## src/design/adb_pkg.sv

```systemverilog
// constants, field positions and types for the amplifier register bank
// assumes a 50 MHz system clock sampling the two-wire bus pins
package adb_pkg;
	localparam logic [6:0] CHIP_ADDR = 7'h6C;
	localparam int NUM_CH = 4;
	localparam logic [3:0] BYTE_BITS = 4'h8;
	localparam logic [3:0] LAST_BIT = 4'h7;
	localparam logic [1:0] WR_BYTES = 2'h2;
	localparam logic [1:0] RD_LAST = 2'h3;
	localparam int DIR_BIT = 0;
	localparam int MSB = 7;
	// control byte one
	localparam int C1_DIAG_EN = 6;
	localparam int C1_OFS_EN = 5;
	localparam int C1_FRONT_GAIN = 4;
	localparam int C1_REAR_GAIN = 3;
	localparam int C1_FRONT_UNMUTE = 2;
	localparam int C1_REAR_UNMUTE = 1;
	// control byte two
	localparam int C2_TEST_HI = 6;
	localparam int C2_TEST_LO = 5;
	localparam int C2_OPERATE = 4;
	localparam int C2_LINE_MODE = 3;
	// diagnostic bytes
	localparam int DB_THERMAL = 7;
	localparam int DB_CYCLE_DONE = 6;
	localparam int DB_OFS_ACT = 7;
	localparam int DB_STANDBY = 7;
	localparam int DB_DIAG = 6;
	localparam int DB_PERM = 4;
	localparam int DB_SHORT_LOAD = 3;
	localparam int DB_OPEN_OFS = 2;
	localparam int DB_SHORT_VS = 1;
	localparam int DB_SHORT_GND = 0;
	localparam logic [7:0] CTL1_RESET = 8'h00;
	localparam logic [7:0] CTL2_RESET = 8'h00;
	localparam logic [7:0] BYTE_ZERO = 8'h00;
	typedef logic [7:0] adb_byte_type;
	typedef enum logic [2:0] {
		ST_IDLE = 3'b000,
		ST_ADDR = 3'b001,
		ST_ACK = 3'b010,
		ST_WR = 3'b011,
		ST_RD = 3'b100,
		ST_RD_ACK = 3'b101
	} adb_state_type;
endpackage

```

## src/design/adb_chan_if.sv

```systemverilog
// per-channel signals between the register bank and a channel reporter
// assumes all members are on the system clock
`timescale 1ns/100ps
interface adb_chan_if;
	logic offset_en;
	logic window_start;
	logic perm;
	logic short_load;
	logic open_load;
	logic offset_raw;
	logic short_vs;
	logic short_gnd;
	logic [4:0] report;
	modport core(input offset_en, window_start, perm, short_load, open_load,
		offset_raw, short_vs, short_gnd, output report);
	modport bank(output offset_en, window_start, perm, short_load, open_load,
		offset_raw, short_vs, short_gnd, input report);
endinterface

```

## src/design/adb_chan_diag.sv

```systemverilog
// one channel's low five report bits and its offset persistence tracker
// assumes fault inputs are already on the system clock
`timescale 1ns/100ps
module adb_chan_diag (
	input wire logic clock_in,
	input wire logic rst_in,
	adb_chan_if.core chan
);
	import adb_pkg::*;
	logic persist_reg;
	logic open_ofs;

	// offset must hold through the whole window
	always_ff @(posedge clock_in) begin
		if (rst_in)
			persist_reg <= 1'b0;
		else if (chan.window_start)
			persist_reg <= chan.offset_raw; // RULE24
		else if (!chan.offset_raw || !chan.offset_en)
			persist_reg <= 1'b0; // RULE24
	end

	assign open_ofs = (chan.perm || chan.offset_en) ? persist_reg :
		chan.open_load; // RULE20
	assign chan.report = {chan.perm, chan.short_load, open_ofs,
		chan.short_vs, chan.short_gnd}; // RULE18 RULE19 RULE21 RULE22
endmodule

```

## src/design/adb_reg_bank.sv

```systemverilog
// two-wire bus slave register bank of a four-channel amplifier
// assumes scl/sda are open-drain pins sampled by the 50 MHz clock;
// fault inputs come from logic on the same clock
//
// How it works
// RULE1: answer only chip address 1101100
// RULE2: address bit zero picks write or read
// RULE3: host writes two control bytes in order
// RULE4: read returns four channel bytes in order
// RULE5: control one D6 enables permanent diagnostics
// RULE6: control one D5 enables offset detection
// RULE7: control one D4 picks front gain
// RULE8: control one D3 picks rear gain
// RULE9: control one D2 low mutes front
// RULE10: control one D1 low mutes rear
// RULE11: control two D4 low means standby
// RULE12: control two D3 picks line-driver mode
// RULE13: first byte D7 shows thermal warning
// RULE14: first byte D6 shows cycle terminated
// RULE15: second byte D7 shows offset detection on
// RULE16: third byte D7 mirrors standby control
// RULE17: third byte D6 mirrors diagnostic enable
// RULE18: D4 tells turn-on or permanent result
// RULE19: D3 flags a shorted load
// RULE20: D2 flags open load or offset
// RULE21: D1 flags short to supply
// RULE22: D0 flags short to ground
// RULE23: each read restarts cycles, returns previous
// RULE24: offset window runs between reads
// RULE25: settings change only after acknowledged byte
`timescale 1ns/100ps
module adb_reg_bank (
	input wire logic clock_in,
	input wire logic rst_in,
	input wire logic scl_in,
	input wire logic sda_in,
	output logic sda_out,
	output logic sda_oe_out,
	input wire logic thermal_warn_in,
	input wire logic cycle_done_in,
	input wire logic [adb_pkg::NUM_CH-1:0] perm_diag_in,
	input wire logic [adb_pkg::NUM_CH-1:0] short_load_in,
	input wire logic [adb_pkg::NUM_CH-1:0] open_load_in,
	input wire logic [adb_pkg::NUM_CH-1:0] offset_in,
	input wire logic [adb_pkg::NUM_CH-1:0] short_vs_in,
	input wire logic [adb_pkg::NUM_CH-1:0] short_gnd_in,
	output logic diag_enable_out,
	output logic offset_enable_out,
	output logic front_gain_12db_out,
	output logic rear_gain_12db_out,
	output logic front_unmute_out,
	output logic rear_unmute_out,
	output logic operate_out,
	output logic line_driver_mode_out,
	output logic [1:0] test_bits_out,
	output logic diag_restart_out
);
	import adb_pkg::*;

	logic scl_meta_reg, scl_sync_reg, scl_dly_reg;
	logic sda_meta_reg, sda_sync_reg, sda_dly_reg;
	adb_state_type state_reg, state_next;
	logic [3:0] cnt_reg, cnt_next;
	adb_byte_type shift_reg, shift_next;
	adb_byte_type tx_reg, tx_next;
	logic [1:0] idx_reg, idx_next;
	logic is_read_reg, is_read_next;
	logic data_ack_reg, data_ack_next;
	logic seen_reg, seen_next;
	logic oe_reg, oe_next;
	adb_byte_type ctl1_reg, ctl1_next;
	adb_byte_type ctl2_reg, ctl2_next;
	adb_byte_type snap_reg [NUM_CH];
	adb_byte_type snap_next [NUM_CH];
	adb_byte_type db [NUM_CH];
	logic [4:0] rep [NUM_CH];
	logic restart_reg;

	adb_chan_if ch_if [NUM_CH] ();

	// pin synchronisers; edge copies sit at idle high in reset
	always_ff @(posedge clock_in) begin
		scl_meta_reg <= scl_in;
		scl_sync_reg <= scl_meta_reg;
		scl_dly_reg <= scl_sync_reg || rst_in;
		sda_meta_reg <= sda_in;
		sda_sync_reg <= sda_meta_reg;
		sda_dly_reg <= sda_sync_reg || rst_in;
	end

	wire scl_rise = scl_sync_reg && !scl_dly_reg;
	wire scl_fall = !scl_sync_reg && scl_dly_reg;
	wire scl_high = scl_sync_reg && scl_dly_reg;
	wire start_cond = scl_high && sda_dly_reg && !sda_sync_reg;
	wire stop_cond = scl_high && !sda_dly_reg && sda_sync_reg;
	wire byte_done = scl_fall && (cnt_reg == BYTE_BITS);
	wire addr_hit = (shift_reg[MSB:1] == CHIP_ADDR); // RULE1
	wire wr_room = (idx_reg < WR_BYTES); // RULE3
	wire last_rd = (idx_reg == RD_LAST);
	wire ack_fall = (state_reg == ST_ACK) && scl_fall;
	wire commit = ack_fall && data_ack_reg; // RULE25
	wire commit1 = commit && (idx_reg == 2'h0);
	wire ofs_rise = commit1 && shift_reg[C1_OFS_EN] &&
		!ctl1_reg[C1_OFS_EN];
	wire read_done = stop_cond && seen_reg; // RULE23
	wire window_start = read_done || ofs_rise; // RULE24

	genvar g;
	generate
		for (g = 0; g < NUM_CH; g++) begin : gen_ch
			assign ch_if[g].offset_en = ctl1_reg[C1_OFS_EN];
			assign ch_if[g].window_start = window_start;
			assign ch_if[g].perm = perm_diag_in[g];
			assign ch_if[g].short_load = short_load_in[g];
			assign ch_if[g].open_load = open_load_in[g];
			assign ch_if[g].offset_raw = offset_in[g];
			assign ch_if[g].short_vs = short_vs_in[g];
			assign ch_if[g].short_gnd = short_gnd_in[g];
			assign rep[g] = ch_if[g].report;
			adb_chan_diag u_chan (
				.clock_in(clock_in),
				.rst_in(rst_in),
				.chan(ch_if[g].core)
			);
		end
	endgenerate

	// top three bits differ per byte; low five are the channel report
	assign db[0] = {thermal_warn_in, cycle_done_in, 1'b0,
		rep[0]}; // RULE13 RULE14
	assign db[1] = {ctl1_reg[C1_OFS_EN], 2'b00, rep[1]}; // RULE15
	assign db[2] = {ctl2_reg[C2_OPERATE], ctl1_reg[C1_DIAG_EN], 1'b0,
		rep[2]}; // RULE16 RULE17
	assign db[3] = {3'b000, rep[3]};

	always_comb begin
		state_next = state_reg;
		cnt_next = cnt_reg;
		shift_next = shift_reg;
		tx_next = tx_reg;
		idx_next = idx_reg;
		is_read_next = is_read_reg;
		data_ack_next = data_ack_reg;
		seen_next = seen_reg;
		oe_next = oe_reg;
		ctl1_next = ctl1_reg;
		ctl2_next = ctl2_reg;
		snap_next = snap_reg;
		if (stop_cond) begin
			// partial byte dropped, settings untouched
			state_next = ST_IDLE;
			oe_next = 1'b0;
			seen_next = 1'b0;
		end else if (start_cond) begin
			state_next = ST_ADDR;
			cnt_next = 4'h0;
			oe_next = 1'b0;
		end else begin
			case (state_reg)
				ST_IDLE: begin
					oe_next = 1'b0;
				end
				ST_ADDR, ST_WR: begin
					if (scl_rise && cnt_reg != BYTE_BITS) begin
						shift_next = {shift_reg[MSB-1:0], sda_sync_reg};
						cnt_next = cnt_reg + 4'h1;
					end else if (byte_done) begin
						cnt_next = 4'h0;
						if (state_reg == ST_ADDR) begin
							if (addr_hit) begin
								oe_next = 1'b1;
								is_read_next = shift_reg[DIR_BIT]; // RULE2
								data_ack_next = 1'b0;
								idx_next = 2'h0;
								state_next = ST_ACK;
								if (shift_reg[DIR_BIT]) begin
									// previous cycle's results frozen
									snap_next = db; // RULE23
									seen_next = 1'b1;
								end
							end else begin
								state_next = ST_IDLE; // RULE1
							end
						end else if (wr_room) begin
							oe_next = 1'b1;
							data_ack_next = 1'b1;
							state_next = ST_ACK;
						end else begin
							state_next = ST_IDLE; // RULE3
						end
					end
				end
				ST_ACK: begin
					if (scl_fall) begin
						oe_next = 1'b0;
						if (data_ack_reg) begin
							if (idx_reg == 2'h0)
								ctl1_next = shift_reg; // RULE25
							else
								ctl2_next = shift_reg; // RULE25
							idx_next = idx_reg + 2'h1;
							state_next = ST_WR;
						end else if (is_read_reg) begin
							tx_next = snap_reg[idx_reg]; // RULE4
							oe_next = !snap_reg[idx_reg][MSB];
							cnt_next = 4'h0;
							state_next = ST_RD;
						end else begin
							state_next = ST_WR;
						end
					end
				end
				ST_RD: begin
					if (scl_fall) begin
						cnt_next = cnt_reg + 4'h1;
						if (cnt_reg == LAST_BIT) begin
							oe_next = 1'b0;
							data_ack_next = 1'b0;
							state_next = ST_RD_ACK;
						end else begin
							tx_next = {tx_reg[MSB-1:0], 1'b0};
							oe_next = !tx_reg[MSB-1];
						end
					end
				end
				ST_RD_ACK: begin
					if (scl_rise) begin
						if (!sda_sync_reg && !last_rd) begin
							idx_next = idx_reg + 2'h1; // RULE4
							data_ack_next = 1'b1;
						end else begin
							state_next = ST_IDLE;
						end
					end else if (scl_fall && data_ack_reg) begin
						tx_next = snap_reg[idx_reg]; // RULE4
						oe_next = !snap_reg[idx_reg][MSB];
						cnt_next = 4'h0;
						data_ack_next = 1'b0;
						state_next = ST_RD;
					end
				end
				default: begin
					state_next = ST_IDLE;
					oe_next = 1'b0;
				end
			endcase
		end
	end

	always_ff @(posedge clock_in) begin
		if (rst_in) begin
			state_reg <= ST_IDLE;
			cnt_reg <= 4'h0;
			shift_reg <= BYTE_ZERO;
			tx_reg <= BYTE_ZERO;
			idx_reg <= 2'h0;
			is_read_reg <= 1'b0;
			data_ack_reg <= 1'b0;
			seen_reg <= 1'b0;
			oe_reg <= 1'b0;
			restart_reg <= 1'b0;
		end else begin
			state_reg <= state_next;
			cnt_reg <= cnt_next;
			shift_reg <= shift_next;
			tx_reg <= tx_next;
			idx_reg <= idx_next;
			is_read_reg <= is_read_next;
			data_ack_reg <= data_ack_next;
			seen_reg <= seen_next;
			oe_reg <= oe_next;
			restart_reg <= read_done; // RULE23
		end
	end

	always_ff @(posedge clock_in) begin
		if (rst_in) begin
			ctl1_reg <= CTL1_RESET;
			ctl2_reg <= CTL2_RESET;
			snap_reg <= '{default: BYTE_ZERO};
		end else begin
			ctl1_reg <= ctl1_next;
			ctl2_reg <= ctl2_next;
			snap_reg <= snap_next;
		end
	end

	// open drain: only ever pulls low
	assign sda_out = 1'b0;
	assign sda_oe_out = oe_reg;
	assign diag_enable_out = ctl1_reg[C1_DIAG_EN]; // RULE5
	assign offset_enable_out = ctl1_reg[C1_OFS_EN]; // RULE6
	assign front_gain_12db_out = ctl1_reg[C1_FRONT_GAIN]; // RULE7
	assign rear_gain_12db_out = ctl1_reg[C1_REAR_GAIN]; // RULE8
	assign front_unmute_out = ctl1_reg[C1_FRONT_UNMUTE]; // RULE9
	assign rear_unmute_out = ctl1_reg[C1_REAR_UNMUTE]; // RULE10
	assign operate_out = ctl2_reg[C2_OPERATE]; // RULE11
	assign line_driver_mode_out = ctl2_reg[C2_LINE_MODE]; // RULE12
	assign test_bits_out = {ctl2_reg[C2_TEST_HI], ctl2_reg[C2_TEST_LO]};
	assign diag_restart_out = restart_reg;
endmodule

```

## config.mk

```make
export PLATFORM = sky130hd
export DESIGN_NAME = adb_reg_bank
export DESIGN_NICKNAME = d
export VERILOG_FILES = /design/src/design/adb_pkg.sv /design/src/design/adb_chan_if.sv /design/src/design/adb_chan_diag.sv /design/src/design/adb_reg_bank.sv
export SDC_FILE = /design/constraint.sdc
export NUM_CORES = 1
export LEC_CHECK = 0
export BUFFER_PORTS_ARGS = -buffer_cell sky130_fd_sc_hd__buf_2
export CORE_MARGIN = 4
export CORE_UTILIZATION = 50
export CTS_CLUSTER_DIAMETER = 80
export DETAILED_ROUTE_END_ITERATION = 8
export PLACE_DENSITY = 0.85
export SYNTH_ARGS = -nofsm -noshare
export SYNTH_HDL_FRONTEND = slang
export SYNTH_SLANG_ARGS = --single-unit
export TNS_END_PERCENT = 50
```

## constraint.sdc

```tcl
create_clock -name clock_in -period 2.01 [get_ports clock_in]
set_clock_uncertainty 0.1 [all_clocks]
set_input_delay 0.201 -clock clock_in [delete_from_list [all_inputs] [get_ports clock_in]]
set_output_delay 0.201 -clock clock_in [all_outputs]
set_load 0.01 [all_outputs]
```

==> impl_metrics.ini <==
[routing]
maxUsedRoutingLayer = met4
routed_via_density = 5.79
sum_of_met2_wire_segment_lengths_after_detailed_routing_um = 4540
route.met3.wl_um = 571
first_pass_iters = 6
drtAntennaViolNets = 0
wirelength_met1_um = 4000
routed_wirelength_um = 9400
drtIter0Drc = 299
route.vias.total = 3288
wl_per_cell_um = 16.6
route.detailed.drc = 0

[setup_path]
worstPathRequired_ns = 2.11
critical_setup_path_kind = reg2reg
critical-path-slowest-cell = sky130_fd_sc_hd__or4b_4
cp_cell_sequence = inv_2 -> ha_4 -> nand3b_1 -> o21ai_2 -> inv_1 -> or4b_4 -> buf_4 -> nand2_1 -> a21oi_2
top_fanout_value_on_the_critical_path = 3
end_kind = register
worst_ep_arrival_time_ns = 2.18
reg2reg_slack_ns = -0.08
cp_slowest_stage_delay_ns = 0.56
cp-start-kind = register

[pwr]
intPower_mw = 2.21
share_clk_of_total_power = 0.381
p_seq_frac = 0.510
p_sw_mw = 0.755
ir_drop_mv = 0.579
pwr-share-comb = 0.108
cellPowerDensity_nw_per_um2 = 668
power.total_mw = 2.97
p_leak_nw = 1.72
p_sw_frac = 0.254

[timing]
fin_crit_ns = 2.09
worst_slew_pin_slew_ns = 0.891
slew_violations = 0
final-setup-viol-count = 3
report.final.hold_viol_count = 0
whs_ns = 0.00450
rsz_0062_raised_after_global_routing = yes
finalWorstSetupSlack_ns = -0.0761
clock.fmax_mhz = 479
layout_worst_path_cycle_share = 1.04
slew_headroom = 0.406

[grt]
grt_pass1_vias = 3241
pin_count_of_the_biggest_net_entering_global_routing = 51
first_pass_grt_wire_length_um = 15400
global_route.usage.total = 0.229
global_route_overflow = 0
antenna_found_initial = 0

[floorplanning]
floorplan.io_pins = 43
core_region_area_um2 = 6490
start_util = 0.529
fp.dieH_um = 90.9
die-area_um2 = 8260
fp.dieW_um = 90.9
rows = 29

[clock_tree]
cts_sinks = 74
clock_tree_from_tritoncts = built
cts-root-to-sink-buffers = 2
worstSkewPairLatency_ns = 0.35
clkTransAtPathRegs_ns = 0.08
numCtsBuffers = 9
cts_root_buf = sky130_fd_sc_hd__clkbuf_8
cts_htree_levels = 3

[final_layout]
layout-drive-gt1-share = 0.295
largest_register_ffs = 25
design.final.nets = 520
util_after_layout = 0.684
insertedDiodeCount = 0
n_fill_cell = 454
layoutNonFillerInstCount = 568
flow.area_growth_from_synthesis_pct = 29.4

[synthesis]
mappedNetlistArea_um2 = 3430
sequential_to_total_area_share_from_yosys_stat = 0.431
most_used_flip_flop_cell_after_synthesis = sky130_fd_sc_hd__dfxtp_1
syn-instance-count = 398
syn_nets = 432
post-synth-top-area-cell = sky130_fd_sc_hd__dfxtp_1
synth.ff_latch_count = 74
post_synth_main_area_contributors = sky130_fd_sc_hd__dfxtp_1 (43%), sky130_fd_sc_hd__mux2i_1 (6.7%), sky130_fd_sc_hd__nand2_1 (6.6%)
synth-warning-count = 0
synth_edf_count = 0
netlist-cell-type-count = 51
postSynth.asyncResetShare = 0
post-synth-top-area-fraction = 0.431
post_synth.cell_area_avg_um2 = 8.63

[status]
failed_checks = negative setup slack
outcome = finished, violations left

[placed_design]
hpwlAfterDp_um = 5930
port_buffers = 41
globalplace.congestion = 0.895
place_inst = 530
dp_worst_setup_slack_ns = -0.0530

[worst_hold_path]
hold_path_class = in2reg

[flow_run]
max_cap_viol_count = 0
[worst max-delay path, delay by kind of cell (launching register included)]
| kind | cells | cell delay (ns) |
|---|---|---|
| AND/OR/NAND/NOR | 3 | 0.83 |
| flip-flops | 1 | 0.34 |
| buffers and inverters | 3 | 0.30 |
| AO/OA/AOI/OAI | 2 | 0.25 |
| adder cells (fa/ha/maj) | 1 | 0.12 |
[routing by layer]
layer  vias up  global-route usage
li1       1551                   -
met1      1533               0.280
met2       159               0.384
met3        45              0.0575
met4         0              0.0905
met5         -                   0
[what timing repair did]
item | CTS | global route
endpoints found under the hold margin | 19 | 0
setup buffers | 0 | 2
cloned | 0 | 1
pin swaps | 9 | 16
setup endpoints to repair | 6 | 35
hold buffers | 19 | 0
gates resized for setup | 7 | 34
[metrics by stage]
stage	instance area, um2	setup TNS [ns]
after floorplan	3430	0
after global placement	3880	-0.00811
after detailed placement	3880	-0.151
after CTS	4270	-0.0526
after global routing	4440	-0.651
final	4440	-0.138
[layout by cell type, fill, tap and decap left out, types with 12 or more instances in the layout]
| cell type | instances |
|---|---|
| sky130_fd_sc_hd__a21oi_1 | 39 |
| sky130_fd_sc_hd__buf_2 | 42 |
| sky130_fd_sc_hd__buf_4 | 34 |
| sky130_fd_sc_hd__dfxtp_1 | 68 |
| sky130_fd_sc_hd__dlygate4sd3_1 | 19 |
| sky130_fd_sc_hd__mux2i_1 | 23 |
| sky130_fd_sc_hd__nand2_1 | 59 |
| sky130_fd_sc_hd__nand2b_1 | 12 |
| sky130_fd_sc_hd__nor2_1 | 49 |
[synthesized netlist by cell type (2+ instances only)]
| library cell | n |
|---|---|
| sky130_fd_sc_hd__inv_1 | 12 |
| sky130_fd_sc_hd__dfxtp_1 | 74 |
| sky130_fd_sc_hd__o22ai_1 | 2 |
| sky130_fd_sc_hd__or2b_2 | 2 |
| sky130_fd_sc_hd__mux2i_1 | 23 |
| sky130_fd_sc_hd__nand3_1 | 8 |
| sky130_fd_sc_hd__a2111oi_0 | 2 |
| sky130_fd_sc_hd__nor2_1 | 50 |
| sky130_fd_sc_hd__nand2b_1 | 14 |
| sky130_fd_sc_hd__nand3b_1 | 5 |
| sky130_fd_sc_hd__buf_6 | 2 |
| sky130_fd_sc_hd__buf_2 | 3 |
| sky130_fd_sc_hd__or2_2 | 5 |
| sky130_fd_sc_hd__clkbuf_1 | 10 |
| sky130_fd_sc_hd__o21ai_0 | 13 |
| sky130_fd_sc_hd__ha_1 | 4 |
| sky130_fd_sc_hd__a311oi_1 | 4 |
| sky130_fd_sc_hd__a21oi_1 | 43 |
| sky130_fd_sc_hd__nand2_1 | 60 |
| sky130_fd_sc_hd__buf_4 | 3 |
| sky130_fd_sc_hd__a211o_1 | 3 |
| sky130_fd_sc_hd__clkbuf_8 | 3 |
| sky130_fd_sc_hd__nor2b_1 | 6 |
| sky130_fd_sc_hd__a211oi_1 | 8 |
| sky130_fd_sc_hd__mux4_2 | 5 |
| sky130_fd_sc_hd__nor3_1 | 8 |
| sky130_fd_sc_hd__nor2_2 | 2 |
[power groups by stage]
stage	clock [mW]	combinational, mW	sequential [mW]
4_1_cts	1.13	0.281	1.51
2_1_floorplan	0	0.168	1.54
3_3_place_gp	0	0.240	1.54
6_report	1.13	0.322	1.51
5_1_grt	1.21	0.346	1.52
3_5_place_dp	0	0.248	1.54
[logic make-up (layout without fill, tap and decap cells)]
kind of cell | Yosys count | after routing | share of synthesized area
AND/OR/NAND/NOR | 167 | 167 | 0.226
AO/OA/AOI/OAI | 90 | 90 | 0.171
flip-flops | 74 | 74 | 0.431
buffers and inverters | 34 | 127 | 0.0565
multiplexers | 28 | 28 | 0.0999
adder cells (fa/ha/maj) | 4 | 4 | 0.0146
other | 1 | 1 | 0.00109
[final timing paths]
kind                                              start                        end  depth (start not counted)
worst min register to register     scl_meta_reg$_DFF_P_       scl_sync_reg$_DFF_P_                          0
worst min-delay path                    perm_diag_in[0]  snap_reg[28]$_SDFFE_PP0P_                          3
worst max-delay path            cnt_reg[0]$_SDFFE_PP0P_    idx_reg[0]$_SDFFE_PP0P_                          9
worst max register to register  cnt_reg[0]$_SDFFE_PP0P_    idx_reg[0]$_SDFFE_PP0P_                          9
[cell type report]
cell class                      count  area [um2]  area share
Multi-Input combinational cell    290        1910       0.429
Clock inverter                      5        55.1      0.0124
Tap cell                           77        96.3      0.0217
Clock buffer                       11         131      0.0296
Sequential cell                    74        1490       0.335
Inverter                           12        45.0      0.0101
Timing Repair Buffer               99         718       0.162
Power figures use the tool's default switching activity.
